`src/rtl/ostsc_defs.vh`:
```
// Purpose: constants of the one-shot timer start/stop control
// Assumes: byte-wide registers on a plain strobe port
// Notes: offsets are byte indexes on the register port
`ifndef OSTSC_DEFS_VH
`define OSTSC_DEFS_VH

// ****************************************************************
// register offsets
// ****************************************************************
`define OSTSC_ADDR_W 3
`define OSTSC_OFF_MODE 3'h0
`define OSTSC_OFF_PRESC 3'h1
`define OSTSC_OFF_SECRLD 3'h2
`define OSTSC_OFF_PRIRLD 3'h3
`define OSTSC_OFF_OSCTL 3'h4
`define OSTSC_OFF_PUM 3'h5
`define OSTSC_OFF_CNT 3'h6

// ****************************************************************
// field positions
// ****************************************************************
`define OSTSC_MODE_SEL_LO 4
`define OSTSC_MODE_SEL_HI 5
`define OSTSC_MODE_START 7
`define OSTSC_OS_START 0
`define OSTSC_PUM_LEVEL 0
`define OSTSC_PUM_TRGEN 1
`define OSTSC_PUM_TRGPOL 2

// ****************************************************************
// mode codes and reset values
// ****************************************************************
`define OSTSC_OPM_TIMER 2'h0
`define OSTSC_OPM_PWM 2'h1
`define OSTSC_OPM_ONESHOT 2'h2
`define OSTSC_OPM_WAIT 2'h3
`define OSTSC_RST_MODE 8'h00
`define OSTSC_RST_PUM 8'h00
`define OSTSC_RST_RLD 8'hFF
`endif

```
`src/rtl/ostsc_edge_det.v`:
```
// Purpose: edge detect of the external trigger pin
// Assumes: pin already synchronous to sys_clk
// Notes: fires on the edge picked by the polarity input
`timescale 1ns/100ps
module ostsc_edge_det (
   sys_clk,
   nrst,
   clkEn,
   pinIn,
   riseSel,
   edgeHit
);
   input wire sys_clk;
   input wire nrst;
   input wire clkEn;
   input wire pinIn;
   input wire riseSel;
   output wire edgeHit;

   reg pinDly_r;

   // ****************************************************************
   // pin delay stage
   // ****************************************************************
   // one pulse per edge; idle high avoids a false rise after reset
   always @(posedge sys_clk or negedge nrst) begin
      if (!nrst)
         pinDly_r <= 1'b1;
      else if (clkEn)
         pinDly_r <= pinIn;
   end

   // 0 takes the falling edge, 1 the rising edge
   assign edgeHit = riseSel ? (pinIn & ~pinDly_r) :
                              (~pinIn & pinDly_r);
endmodule

```
`src/rtl/ostsc_top.v`:
```
// Purpose: start/stop control of a prescaled one-shot timer
// Assumes: register port synchronous to sys_clk, srcTick one cycle
// Notes: counting is simplified; the start bit handshakes on srcTick
`timescale 1ns/100ps
`include "ostsc_defs.vh"
module ostsc_top (
   sys_clk,
   nrst,
   clkEn,
   srcTick,
   regAddr,
   regWdata,
   regWr,
   regRd,
   regRdata,
   extPin,
   pulseOut,
   underflow
);
   parameter DW = 8;
   input wire sys_clk;
   input wire nrst;
   input wire clkEn;
   input wire srcTick;
   input wire [`OSTSC_ADDR_W-1:0] regAddr;
   input wire [DW-1:0] regWdata;
   input wire regWr;
   input wire regRd;
   output reg [DW-1:0] regRdata;
   input wire extPin;
   output reg pulseOut;
   output reg underflow;

   localparam ST_IDLE = 3'b001;
   localparam ST_WAIT = 3'b010;
   localparam ST_FIRE = 3'b100;

   reg [DW-1:0] mode_r;
   reg [DW-1:0] pum_r;
   reg [DW-1:0] presc_r;
   reg [DW-1:0] secRld_r;
   reg [DW-1:0] priRld_r;
   reg [DW-1:0] pre_r;
   reg [DW-1:0] cnt_r;
   reg startReq_r;
   reg running_r;
   reg osReq_r;
   reg [2:0] state_r;
   reg [2:0] state_nxt;
   wire [1:0] opMode;
   wire oneShotMode;
   wire pinHit;
   wire osStart;
   wire wrMode;

   // true when the address equals a given offset
   function hit;
      input [`OSTSC_ADDR_W-1:0] a;
      input [`OSTSC_ADDR_W-1:0] off;
      begin
         hit = (a == off);
      end
   endfunction

   assign opMode = {mode_r[`OSTSC_MODE_SEL_HI], mode_r[`OSTSC_MODE_SEL_LO]};
   assign oneShotMode = (opMode == `OSTSC_OPM_ONESHOT) ||
                        (opMode == `OSTSC_OPM_WAIT);
   assign wrMode = regWr && hit(regAddr, `OSTSC_OFF_MODE);

   ostsc_edge_det uEdge (
      .sys_clk(sys_clk),
      .nrst(nrst),
      .clkEn(clkEn),
      .pinIn(extPin),
      .riseSel(pum_r[`OSTSC_PUM_TRGPOL]),
      .edgeHit(pinHit)
   );

   // pin may fire only when enabled and the timer runs one-shot
   assign osStart = (pinHit & pum_r[`OSTSC_PUM_TRGEN]) | osReq_r;

   // ****************************************************************
   // register writes
   // ****************************************************************
   // the start bit is kept out of mode_r: the request lives apart
   always @(posedge sys_clk or negedge nrst) begin
      if (!nrst) begin
         mode_r <= `OSTSC_RST_MODE;
         pum_r <= `OSTSC_RST_PUM;
         presc_r <= `OSTSC_RST_RLD;
         secRld_r <= `OSTSC_RST_RLD;
         priRld_r <= `OSTSC_RST_RLD;
         startReq_r <= 1'b0;
      end else if (clkEn && regWr) begin
         if (hit(regAddr, `OSTSC_OFF_MODE)) begin
            mode_r <= regWdata & ~(8'h80);
            startReq_r <= regWdata[`OSTSC_MODE_START];
         end
         if (hit(regAddr, `OSTSC_OFF_PRESC))
            presc_r <= regWdata;
         if (hit(regAddr, `OSTSC_OFF_SECRLD))
            secRld_r <= regWdata;
         if (hit(regAddr, `OSTSC_OFF_PRIRLD))
            priRld_r <= regWdata;
         if (hit(regAddr, `OSTSC_OFF_PUM))
            pum_r <= regWdata & 8'h07;
      end
   end

   // ****************************************************************
   // one-shot start bit
   // ****************************************************************
   // a write wins over the hardware clear at the first counted tick
   always @(posedge sys_clk or negedge nrst) begin
      if (!nrst)
         osReq_r <= 1'b0;
      else if (clkEn) begin
         if (regWr && hit(regAddr, `OSTSC_OFF_OSCTL))
            osReq_r <= regWdata[`OSTSC_OS_START];
         else if (state_r == ST_FIRE && running_r && srcTick)
            osReq_r <= 1'b0;
      end
   end

   // ****************************************************************
   // run state and one-shot sequence
   // ****************************************************************
   always @* begin
      state_nxt = state_r;
      case (state_r)
         ST_IDLE:
            if (running_r && oneShotMode && osStart)
               state_nxt = ST_WAIT;
         ST_WAIT:
            if (!running_r)
               state_nxt = ST_IDLE;
            else if (srcTick)
               state_nxt = ST_FIRE;
         ST_FIRE:
            if (!running_r)
               state_nxt = ST_IDLE;
         default:
            state_nxt = ST_IDLE;
      endcase
   end

   // running follows the request only on a count-source tick
   always @(posedge sys_clk or negedge nrst) begin
      if (!nrst) begin
         running_r <= 1'b0;
         state_r <= ST_IDLE;
         pre_r <= `OSTSC_RST_RLD;
         cnt_r <= `OSTSC_RST_RLD;
         underflow <= 1'b0;
      end else if (clkEn) begin
         underflow <= 1'b0;
         state_r <= state_nxt;
         if (srcTick)
            running_r <= startReq_r;
         if (oneShotMode && (!startReq_r ||
             (state_r != ST_IDLE && !regWdata[`OSTSC_OS_START] &&
              regWr && hit(regAddr, `OSTSC_OFF_OSCTL)))) begin
            // reload and halt; count is lost past this point
            pre_r <= presc_r;
            cnt_r <= priRld_r;
            // a cleared start or one-shot bit ends any shot in flight
            state_r <= ST_IDLE;
         end else if (srcTick && running_r &&
                      (!oneShotMode || state_r == ST_FIRE)) begin
            // ticks before running_r rises are not counted
            if (pre_r != 8'h00) begin
               pre_r <= pre_r - 8'h01;
            end else begin
               pre_r <= presc_r;
               if (cnt_r != 8'h00)
                  cnt_r <= cnt_r - 8'h01;
               else begin
                  cnt_r <= priRld_r;
                  underflow <= 1'b1;
                  if (oneShotMode)
                     state_r <= ST_IDLE;
               end
            end
         end
      end
   end

   // ****************************************************************
   // pulse output
   // ****************************************************************
   // active level is the inverse of the idle level
   always @(posedge sys_clk or negedge nrst) begin
      if (!nrst)
         pulseOut <= 1'b0;
      else if (clkEn)
         pulseOut <= pum_r[`OSTSC_PUM_LEVEL] ^
                     (state_nxt == ST_FIRE && running_r);
   end

   // ****************************************************************
   // register reads
   // ****************************************************************
   // byte-wide: the 8-bit count is read in one access
   always @(posedge sys_clk or negedge nrst) begin
      if (!nrst)
         regRdata <= 8'h00;
      else if (clkEn) begin
         regRdata <= 8'h00;
         if (regRd) begin
            case (regAddr)
               `OSTSC_OFF_MODE:
                  regRdata <= mode_r | {running_r, 7'h00};
               `OSTSC_OFF_PRESC: regRdata <= pre_r;
               `OSTSC_OFF_SECRLD: regRdata <= secRld_r;
               `OSTSC_OFF_PRIRLD: regRdata <= priRld_r;
               `OSTSC_OFF_OSCTL: regRdata <= {7'h00, osReq_r};
               `OSTSC_OFF_PUM: regRdata <= pum_r;
               `OSTSC_OFF_CNT: regRdata <= cnt_r;
               default: regRdata <= 8'h00;
            endcase
         end
      end
   end
endmodule

```
`config.mk`:
```
export PLATFORM = sky130hd
export DESIGN_NAME = ostsc_top
export DESIGN_NICKNAME = d
export VERILOG_FILES = /design/src/rtl/ostsc_edge_det.v /design/src/rtl/ostsc_top.v
export VERILOG_INCLUDE_DIRS = /design/src /design/src/rtl
export SDC_FILE = /design/constraint.sdc
export NUM_CORES = 1
export LEC_CHECK = 0
export ABC_CLOCK_PERIOD_IN_PS = 2100
export BUFFER_PORTS_ARGS = -buffer_cell sky130_fd_sc_hd__buf_4
export CORE_MARGIN = 1.5
export CORE_UTILIZATION = 45
export DETAILED_ROUTE_END_ITERATION = 6
export HOLD_SLACK_MARGIN = 0.12
export SYNTH_ARGS = -nofsm -noshare
export SYNTH_HDL_FRONTEND = slang
export SYNTH_SLANG_ARGS = --single-unit
```
`constraint.sdc`:
```
create_clock -name sys_clk -period 2.1 [get_ports sys_clk]
set_input_delay 0.21 -clock sys_clk [delete_from_list [all_inputs] [get_ports sys_clk]]
set_output_delay 0.21 -clock sys_clk [all_outputs]
set_load 0.02 [all_outputs]
```
==> results of run 1 <==
[flip-flops by register name, summed over array words and instances (netlist names)]
register and count:
cnt_r 8, mode_r 7, osReq_r 1, pre_r 8, presc_r 8, priRld_r 8
pulseOut 1, pum_r 3, regRdata 8, running_r 1, secRld_r 8, startReq_r 1
state_r 3, uEdge.pinDly_r 1, underflow 1
[how the worst max path moves through the flow]
stage	slack, ns	to	cells after the start	start
2_1_floorplan	0.28	pre_r[0]	6	state_r[1]
3_3_place_gp	0.13	cnt_r[3]	5	startReq_r
3_5_place_dp	0.08	cnt_r[3]	5	startReq_r
4_1_cts	0.1	cnt_r[3]	5	state_r[2]
5_1_grt	0.008	pre_r[2]	6	state_r[2]
6_report	0.13	cnt_r[4]	5	startReq_r
[report_power, final]
group          leakage [nW]  switching (mW)  total [mW]  internal (mW)
Sequential            0.762           0.376        2.20           1.83
Clock                0.0998           0.498        1.11          0.617
Combinational         0.888           0.657        1.31          0.649
[through the flow]
stage	power (mW)	hold WS, ns	setup slack [ns]
after floorplan	3.084	-0.08559	0.2847
after global placement	3.478	0.3737	0.1325
after detailed placement	3.515	0.3698	0.08095
after CTS	4.648	0.1241	0.09647
after global routing	4.918	0.1290	0.008401
final	4.622	0.1329	0.1308
[worst register-to-register path: stages, from the launching register on]
cell and delay, ns:
dfrtp_1 0.46, and4bb_2 0.31, a2111o_1 0.48, and2_2 0.31
a21oi_1 0.18, a2bb2oi_1 0.17
[final cells by class]
| cell class | instances | area share |
|---|---|---|
| multi-input combinational | 223 | 0.4243 |
| sequential | 67 | 0.4058 |
| timing repair buffer | 45 | 0.08221 |
| clock buffer | 13 | 0.03729 |
| tap | 102 | 0.02995 |
| clock inverter | 3 | 0.01086 |
| inverter | 11 | 0.009689 |
[placed cells by master, fill, tap and decap left out, drive strengths merged, types with 7 or more instances in the layout]
master | netlist | final
mux4 | 8 | 8
dfstp | 42 | 42
clkbuf | 9 | 13
o21ai | 19 | 19
nor3 | 7 | 7
mux2 | 37 | 37
buf | 8 | 40
nor2b | 10 | 10
dfrtp | 25 | 25
nand3 | 12 | 12
nand2 | 24 | 24
inv | 10 | 10
o2bb2ai | 13 | 13
mux2i | 14 | 14
a21oi | 14 | 14
nor2 | 8 | 8
[cells by family after synthesis]
family / synth area share
buffers and inverters: 0.03584
flip-flops: 0.4718
adder cells (fa/ha/maj): 0.01366
AND/OR/NAND/NOR: 0.1349
AO/OA/AOI/OAI: 0.1403
XOR/XNOR: 0.002390
multiplexers: 0.2011
[per-layer routing]
metal,vias up,track usage
met3,17,0.04553
met1,1334,0.2893
met5,-,0
met2,54,0.3611
li1,1271,-
met4,2,0.09722
[timing repair]
item / CTS / global route
resized for setup: 0 / 3
endpoints found under the hold margin: 37 / 0
hold buffers: 5 / 0
endpoints found under the setup margin: 0 / 5
==> impl_metrics.tcl, run 1 <==
set metrics [dict create \
    cts_buffer_depth 2 \
    hold_start "extPin" \
    crit_family "compound AO/OA/AOI/OAI gates" \
    htreeDepth 3 \
    arrival_ns 2.25 \
    place_inst 443 \
    max_slew.worst_pin.slew_ns 0.8398 \
    outcome "completed" \
    gp_congestion 0.8758 \
    synth_most_common_cell "dfstp_2" \
    wl_met1_microns 4065 \
    synth_edf_count 0 \
    die_height_microns 93.25 \
    dpl.hpwl_microns 6345 \
    async_reset_ff_frac 1.000 \
    synth_area_sq_mm 0.003665 \
    path_max_fanout 8 \
    multi_input_area_sq_mm 0.001808 \
    rsz0062_at_grt "false" \
    final_nets 379 \
    synth_area_leaders "dfstp_2 (30%), dfrtp_1 (17%), mux2_2 (9.8%)" \
    fin_crit_ns 1.969 \
    slew_headroom 0.4401 \
    gr-total-overflow 0 \
    fillers 700 \
    viasPerCell 5.772 \
    worstSetupEndpointType "register" \
    max_freq_ghz 0.5078 \
    cts_tree "built" \
    core_sq_mm 0.007807 \
    cts_buffers 9 \
    cellPowerDensity_mw_per_mm2 1085 \
    crit_type "register to register" \
    dpl-instance-area_sq_mm 0.004003 \
    grt_max_degree 68 \
    routed.top_layer "met5" \
    rr_endpoint "cnt_r[4]" \
    cts_setup_buffers 0 \
    holdPathStages 2 \
    timing.critical_path.buf_inv 0 \
    fin_crit_sh 0.9377 \
    wl_per_cell_microns 19.03 \
    fin_cells 464 \
    ys_ff_latch 67 \
    synth_common_cells "dfstp_2 (42), mux2_2 (32), dfrtp_1 (25)" \
    startpoint_type "register" \
    finalHoldViolations 0 \
    ant_nets 0 \
    drc 0 \
    start_util 0.4694 \
    cts.sink_count 67 \
    crit_path_cell_trace "and4bb_2, a2111o_1, and2_2, a21oi_1, a2bb2oi_1" \
    cp.required_ns 2.38 \
    drive_gt1_frac 0.4061 \
    routed_wl_microns 8828 \
    r2r_start "startReq_r" \
    ir_drop_mv 0.5459 \
    antenna-diode-count 0 \
    hp-class "input pin to register" \
    grt_pass1_wl_microns 14590 \
    met3_length_microns 429 \
    io-pin-count 28 \
    seq_area_sq_mm 0.001729 \
    maxCapViolCount 0 \
    design_area_sq_mm 0.004262 \
    die_area_sq_mm 0.008695 \
    clk_pin_slew_worst_paths_ns 0.08 \
    fin_skew_ns 0.009796 \
    reg2reg_depth 5 \
    fin_setup_tns_ns 0 \
    min_to "uEdge.pinDly_r" \
    ys_seq_area_frac 0.4718 \
    postSynthAreaPerCell_sq_um 11.52 \
    post-route-util 0.5458 \
    p_leak_nw 1.750 \
    antenna_found_initial 1 \
    cp_slowest_stage_delay_ns 0.48 \
    timing.reg2reg.setup_slack_ns 0.13 \
    grtUsageTotal 0.2233 \
    port_buffers 27 \
    first_pass_iters 4 \
    clock_latency_ns 0.35 \
    first_global_vias 2755 \
    ys_types 58 \
    clockRootBuffer "clkbuf_8" \
    yosysTopAreaCell "dfstp_2" \
    drtIter0Drc 128 \
    synth_ff_type "dfstp_2" \
    met2WireLength_microns 4144 \
    die_w_microns 93.25 \
    synth_cells 318 \
    finalSetupViolations 0 \
    num_rows 32 \
    syn2layout_area_growth_pct 16.29 \
    synth_fp_nets 340 \
    synth.top_cell.area_share 0.3011 \
    report.final.slew_viol_count 0 \
    vias 2678 \
    cpMaxStageDelayCell "a2111o_1" \
    yosys_warnings 0 \
]
Note: power is estimated with default switching activity, not from simulation.
==> run 2, diff against run 1 <==
Settings changed: ABC_CLOCK_PERIOD_IN_PS 2100 to 2300, CTS_CLUSTER_SIZE set to 20.
Clock period 2.1 ns to 2.3 ns, I/O delays scaled along.
==> impl_metrics.tcl, run 2 (synthesis results as in run 1) <==
set metrics [dict create \
    clockRootBuffer "clkbuf_8" \
    p_total_mw 4.207 \
    fillers 703 \
    gr-usage-met1 0.3011 \
    timing.critical_path.buf_inv 0 \
    fin_crit_ns 2.039 \
    drc 0 \
    grt_use_met2 0.3442 \
    cp_slowest_stage_delay_ns 0.51 \
    antenna-diode-count 0 \
    path_max_fanout 11 \
    grtUsageTotal 0.2203 \
    grt_busiest_layer "met2" \
    die_w_microns 93.25 \
    first_pass_iters 6 \
    cts.sink_count 67 \
    cts_tree "built" \
    die_area_sq_mm 0.008695 \
    vias 2662 \
    report.final.slew_viol_count 0 \
    cp.required_ns 2.57 \
    htreeDepth 3 \
    crit_family "compound AO/OA/AOI/OAI gates" \
    die_height_microns 93.25 \
    place_inst 438 \
    start_util 0.4694 \
    finalHoldViolations 0 \
    syn2layout_area_growth_pct 14.03 \
    grt_util_met3 0.05691 \
    cellPowerDensity_mw_per_mm2 1007 \
    arrival_ns 2.31 \
    grt_max_degree 68 \
    clk_pin_slew_worst_paths_ns 0.07 \
    port_buffers 27 \
    crit_path_cell_trace "and4bb_2, a2111oi_0, a21o_1, o21ai_1, a22o_1" \
    cts_buffer_depth 2 \
    grt_pass1_wl_microns 14420 \
    gp_congestion 0.9188 \
    cts_buffers 9 \
    maxCapViolCount 0 \
    cpMaxStageDelayCell "a2111oi_0" \
    antenna_found_initial 0 \
    rsz0062_at_grt "false" \
    outcome "completed" \
    core_sq_mm 0.007807 \
    fin_skew_ns 0.008355 \
    max_slew.worst_pin.slew_ns 0.8299 \
    dpl.hpwl_microns 6247 \
    ctsHoldBuffers 1 \
    routed_wl_microns 8629 \
    wl_per_cell_microns 19.01 \
    slew_headroom 0.4467 \
    io-pin-count 28 \
    fin_hold_ws_ns 0.1380 \
    fin_cells 454 \
    gr-total-overflow 0 \
    startpoint_type "register" \
    num_rows 32 \
    drive_gt1_frac 0.3977 \
    worstSetupEndpointType "register" \
    max_freq_ghz 0.4904 \
    p_leak_nw 1.716 \
    viasPerCell 5.863 \
    ant_nets 0 \
    ir_drop_mv 0.5038 \
    layout_commonest_cell "dfstp_2" \
    fin_crit_sh 0.8866 \
    cts-resized-gates 0 \
    final_cell_mix "dfstp_2 (42), buf_4 (35), mux2_2 (32)" \
    fin_setup_tns_ns 0 \
    crit_type "register to register" \
    finalSetupViolations 0 \
    drtIter0Drc 168 \
    first_global_vias 2717 \
    final_nets 370 \
    hp-class "input pin to register" \
    cts_setup_buffers 0 \
    clock_latency_ns 0.34 \
]
==> run 2: metal layers <==
metal  routed length [microns]  share of wire  vias up
met5                         0              0        -
met4                       111          0.013        0
met3                       425          0.049       11
met2                      4093           0.47       73
met1                      3999           0.46     1326
li1                          -              -     1252
==> run 2: final timing paths <==
kind / depth (start not counted) / slack (ns) / startpoint / endpoint
worst min register to register: 1 / 0.49 / mode_r[6] / mode_r[6]
min in group asynchronous: 2 / 0.53 / nrst / pulseOut
worst max register to register: 5 / 0.26 / state_r[1] / cnt_r[3]
worst max-delay path: 5 / 0.26 / state_r[1] / cnt_r[3]
worst min-delay path: 2 / 0.14 / regWdata[4] / mode_r[4]
max in group asynchronous: 2 / 1.22 / nrst / mode_r[4]
==> run 2: power by group <==
group	total [mW]	switching (mW)	internal [mW]
Combinational	1.18	0.600	0.580
Sequential	2.02	0.356	1.67
Clock	1.00	0.421	0.582
Total	4.21	1.38	2.83
==> run 2: through the flow <==
stage	cell area, sq um	utilization	setup slack (ns)
finish	4179	0.5353	0.2607
CTS	4179	0.5353	0.2343
detailed placement	3965	0.5079	0.2419
floorplan	3665	-	0.4847
global route	4179	0.5353	0.08782
global placement	3965	0.5079	0.3330
==> run 2: cell type report <==
type                            count  area (sq um)  share of cell area
Inverter                           11         41.29            0.009880
Timing Repair Buffer               36         272.8             0.06527
Sequential cell                    67          1729              0.4138
Clock buffer                       13         168.9             0.04042
Multi-Input combinational cell    223          1804              0.4317
Tap cell                          102         127.6             0.03054
Clock inverter                      2         35.03            0.008383
==> run 2: worst register-to-register path: stages, from the launching register on <==
cell and delay (ns):
dfrtp_1 0.46, and4bb_2 0.31, a2111oi_0 0.51, a21o_1 0.33
o21ai_1 0.12, a22o_1 0.24
==> run 3, diff against run 2 <==
==> constraint.sdc (replaced) <==
create_clock -name sys_clk -period 2.3 [get_ports sys_clk]
set_input_delay 0.115 -clock sys_clk [delete_from_list [all_inputs] [get_ports sys_clk]]
set_output_delay 0.115 -clock sys_clk [all_outputs]
set_load 0.02 [all_outputs]
==> impl_metrics.tcl, run 3 (synthesis results as in run 1) <==
set metrics [dict create \
    outcome "completed" \
    crit_family "compound AO/OA/AOI/OAI gates" \
    ir_drop_mv 0.4679 \
    port_buffers 27 \
    slew_headroom 0.4455 \
    fin_setup_tns_ns 0 \
    startpoint_type "register" \
    timing.critical_path.buf_inv 0 \
    cpMaxStageDelayCell "a2111oi_0" \
    rsz0062_at_grt "false" \
    multi_input_area_sq_mm 0.001804 \
    drive_gt1_frac 0.3867 \
    cp_slowest_stage_delay_ns 0.59 \
    crit_type "register to register" \
    worstSetupEndpointType "register" \
    final_cell_mix "dfstp_2 (42), buf_4 (34), mux2_2 (32)" \
    vias 2661 \
    syn2layout_area_growth_pct 16.29 \
    dpl.hpwl_microns 6147 \
    fin_skew_ns 0.007601 \
    p_switching_mw 1.410 \
    report.final.slew_viol_count 0 \
    core_sq_mm 0.007807 \
    drc 0 \
    cts_setup_buffers 0 \
    wl_per_cell_microns 18.77 \
    cts_tree "built" \
    crit_path_cell_trace "and4bb_2, a2111oi_0, a21o_1, o21ai_1, a22o_1" \
    p_total_mw 4.192 \
    drtIter0Drc 166 \
    power.share.combinational 0.285 \
    die_w_microns 93.25 \
    grtUsageTotal 0.2188 \
    cellPowerDensity_mw_per_mm2 983.7 \
    hp-class "input pin to register" \
    p_int_mw 2.782 \
    finalHoldViolations 0 \
    seq_area_sq_mm 0.001729 \
    cts_buffers 9 \
    viasPerCell 5.735 \
    htreeDepth 3 \
    max_slew.worst_pin.slew_ns 0.8317 \
    fillers 697 \
    clock_latency_ns 0.35 \
    first_global_vias 2605 \
    cts_buffer_depth 2 \
    ctsHoldBuffers 11 \
    power_frac_seq 0.481 \
    dp_slack_ns 0.2494 \
    worst_slack_ns 0.1783 \
    gp_congestion 0.9229 \
    gr-total-overflow 0 \
    swShare 0.3364 \
    first_pass_iters 4 \
    path_max_fanout 11 \
    p_clk_frac 0.234 \
    max_freq_ghz 0.4713 \
    antenna_found_initial 0 \
    routed_wl_microns 8708 \
    num_rows 32 \
    start_util 0.4694 \
    clockRootBuffer "clkbuf_8" \
    clk_pin_slew_worst_paths_ns 0.07 \
    layout_commonest_cell "dfstp_2" \
    cts-resized-gates 0 \
    p_leak_nw 1.746 \
    die_height_microns 93.25 \
    final_nets 379 \
    ant_nets 0 \
    die_area_sq_mm 0.008695 \
    finalSetupViolations 0 \
    grt_pass1_wl_microns 14170 \
    grt_max_degree 68 \
    cts.sink_count 67 \
    fin_crit_sh 0.9225 \
    io-pin-count 28 \
    maxCapViolCount 0 \
    fin_crit_ns 2.122 \
    arrival_ns 2.40 \
    antenna-diode-count 0 \
    cp.required_ns 2.58 \
]
run 3: cell count changes in the layout (fill, tap and decap cells not counted):
cell / previous run / this run
dlygate4sd3_1: 1 / 11
clkinv_2: 1 / 3
clkbuf_8: 12 / 10
clkinvlp_4: 0 / 1
buf_4: 35 / 34
run 3: per-stage QoR:
| step | hold WS, ns | utilization | std cells | cell area, sq um |
|---|---|---|---|---|
| finish | 0.1411 | 0.5458 | 464 | 4262 |
| global route | 0.1608 | 0.5458 | 464 | 4262 |
| CTS | 0.1288 | 0.5458 | 464 | 4262 |
| detailed placement | 0.2770 | 0.5069 | 437 | 3958 |
| global placement | 0.2761 | 0.5069 | 437 | 3958 |
| floorplan | -0.1806 | - | 318 | 3665 |
run 3: layout make-up:
type                            instances  area share
Tap cell                              102     0.02995
Sequential cell                        67      0.4058
Clock inverter                          5     0.01233
Clock buffer                           11     0.03318
Multi-Input combinational cell        223      0.4234
Inverter                               11    0.009689
Timing Repair Buffer                   45     0.08573
run 3: worst paths after layout:
check | startpoint | depth (start not counted) | end | slack [ns]
hold / removal | clkEn | 2 | pulseOut | 0.14
min in group asynchronous | nrst | 2 | pum_r[1] | 0.41
setup reg to reg | state_r[1] | 5 | cnt_r[3] | 0.18
hold reg to reg | regRdata[2] | 1 | regRdata[2] | 0.49
setup / recovery | state_r[1] | 5 | cnt_r[3] | 0.18
max in group asynchronous | nrst | 2 | mode_r[4] | 1.35
run 3: power by group through the flow:
| stage | Combinational [mW] | Clock, mW | Sequential (mW) |
|---|---|---|---|
| 6_report | 1.19 | 0.981 | 2.02 |
| 5_1_grt | 1.33 | 1.06 | 2.07 |
| 4_1_cts | 1.20 | 1.01 | 2.01 |
| 3_5_place_dp | 1.18 | 0 | 2.03 |
| 3_3_place_gp | 1.15 | 0 | 2.02 |
| 2_1_floorplan | 0.927 | 0 | 1.89 |
run 3: worst reg2reg max path: stages (launching register included):
cell	delay, ns
dfrtp_1	0.47
and4bb_2	0.31
a2111oi_0	0.59
a21o_1	0.33
o21ai_1	0.11
a22o_1	0.24
run 3: per-layer routing:
| metal | part of all wire | track usage |
|---|---|---|
| met1 | 0.48 | 0.3097 |
| met2 | 0.48 | 0.3388 |
| met3 | 0.031 | 0.04146 |
| met4 | 0.0053 | 0.06818 |
| met5 | 0 | 0 |
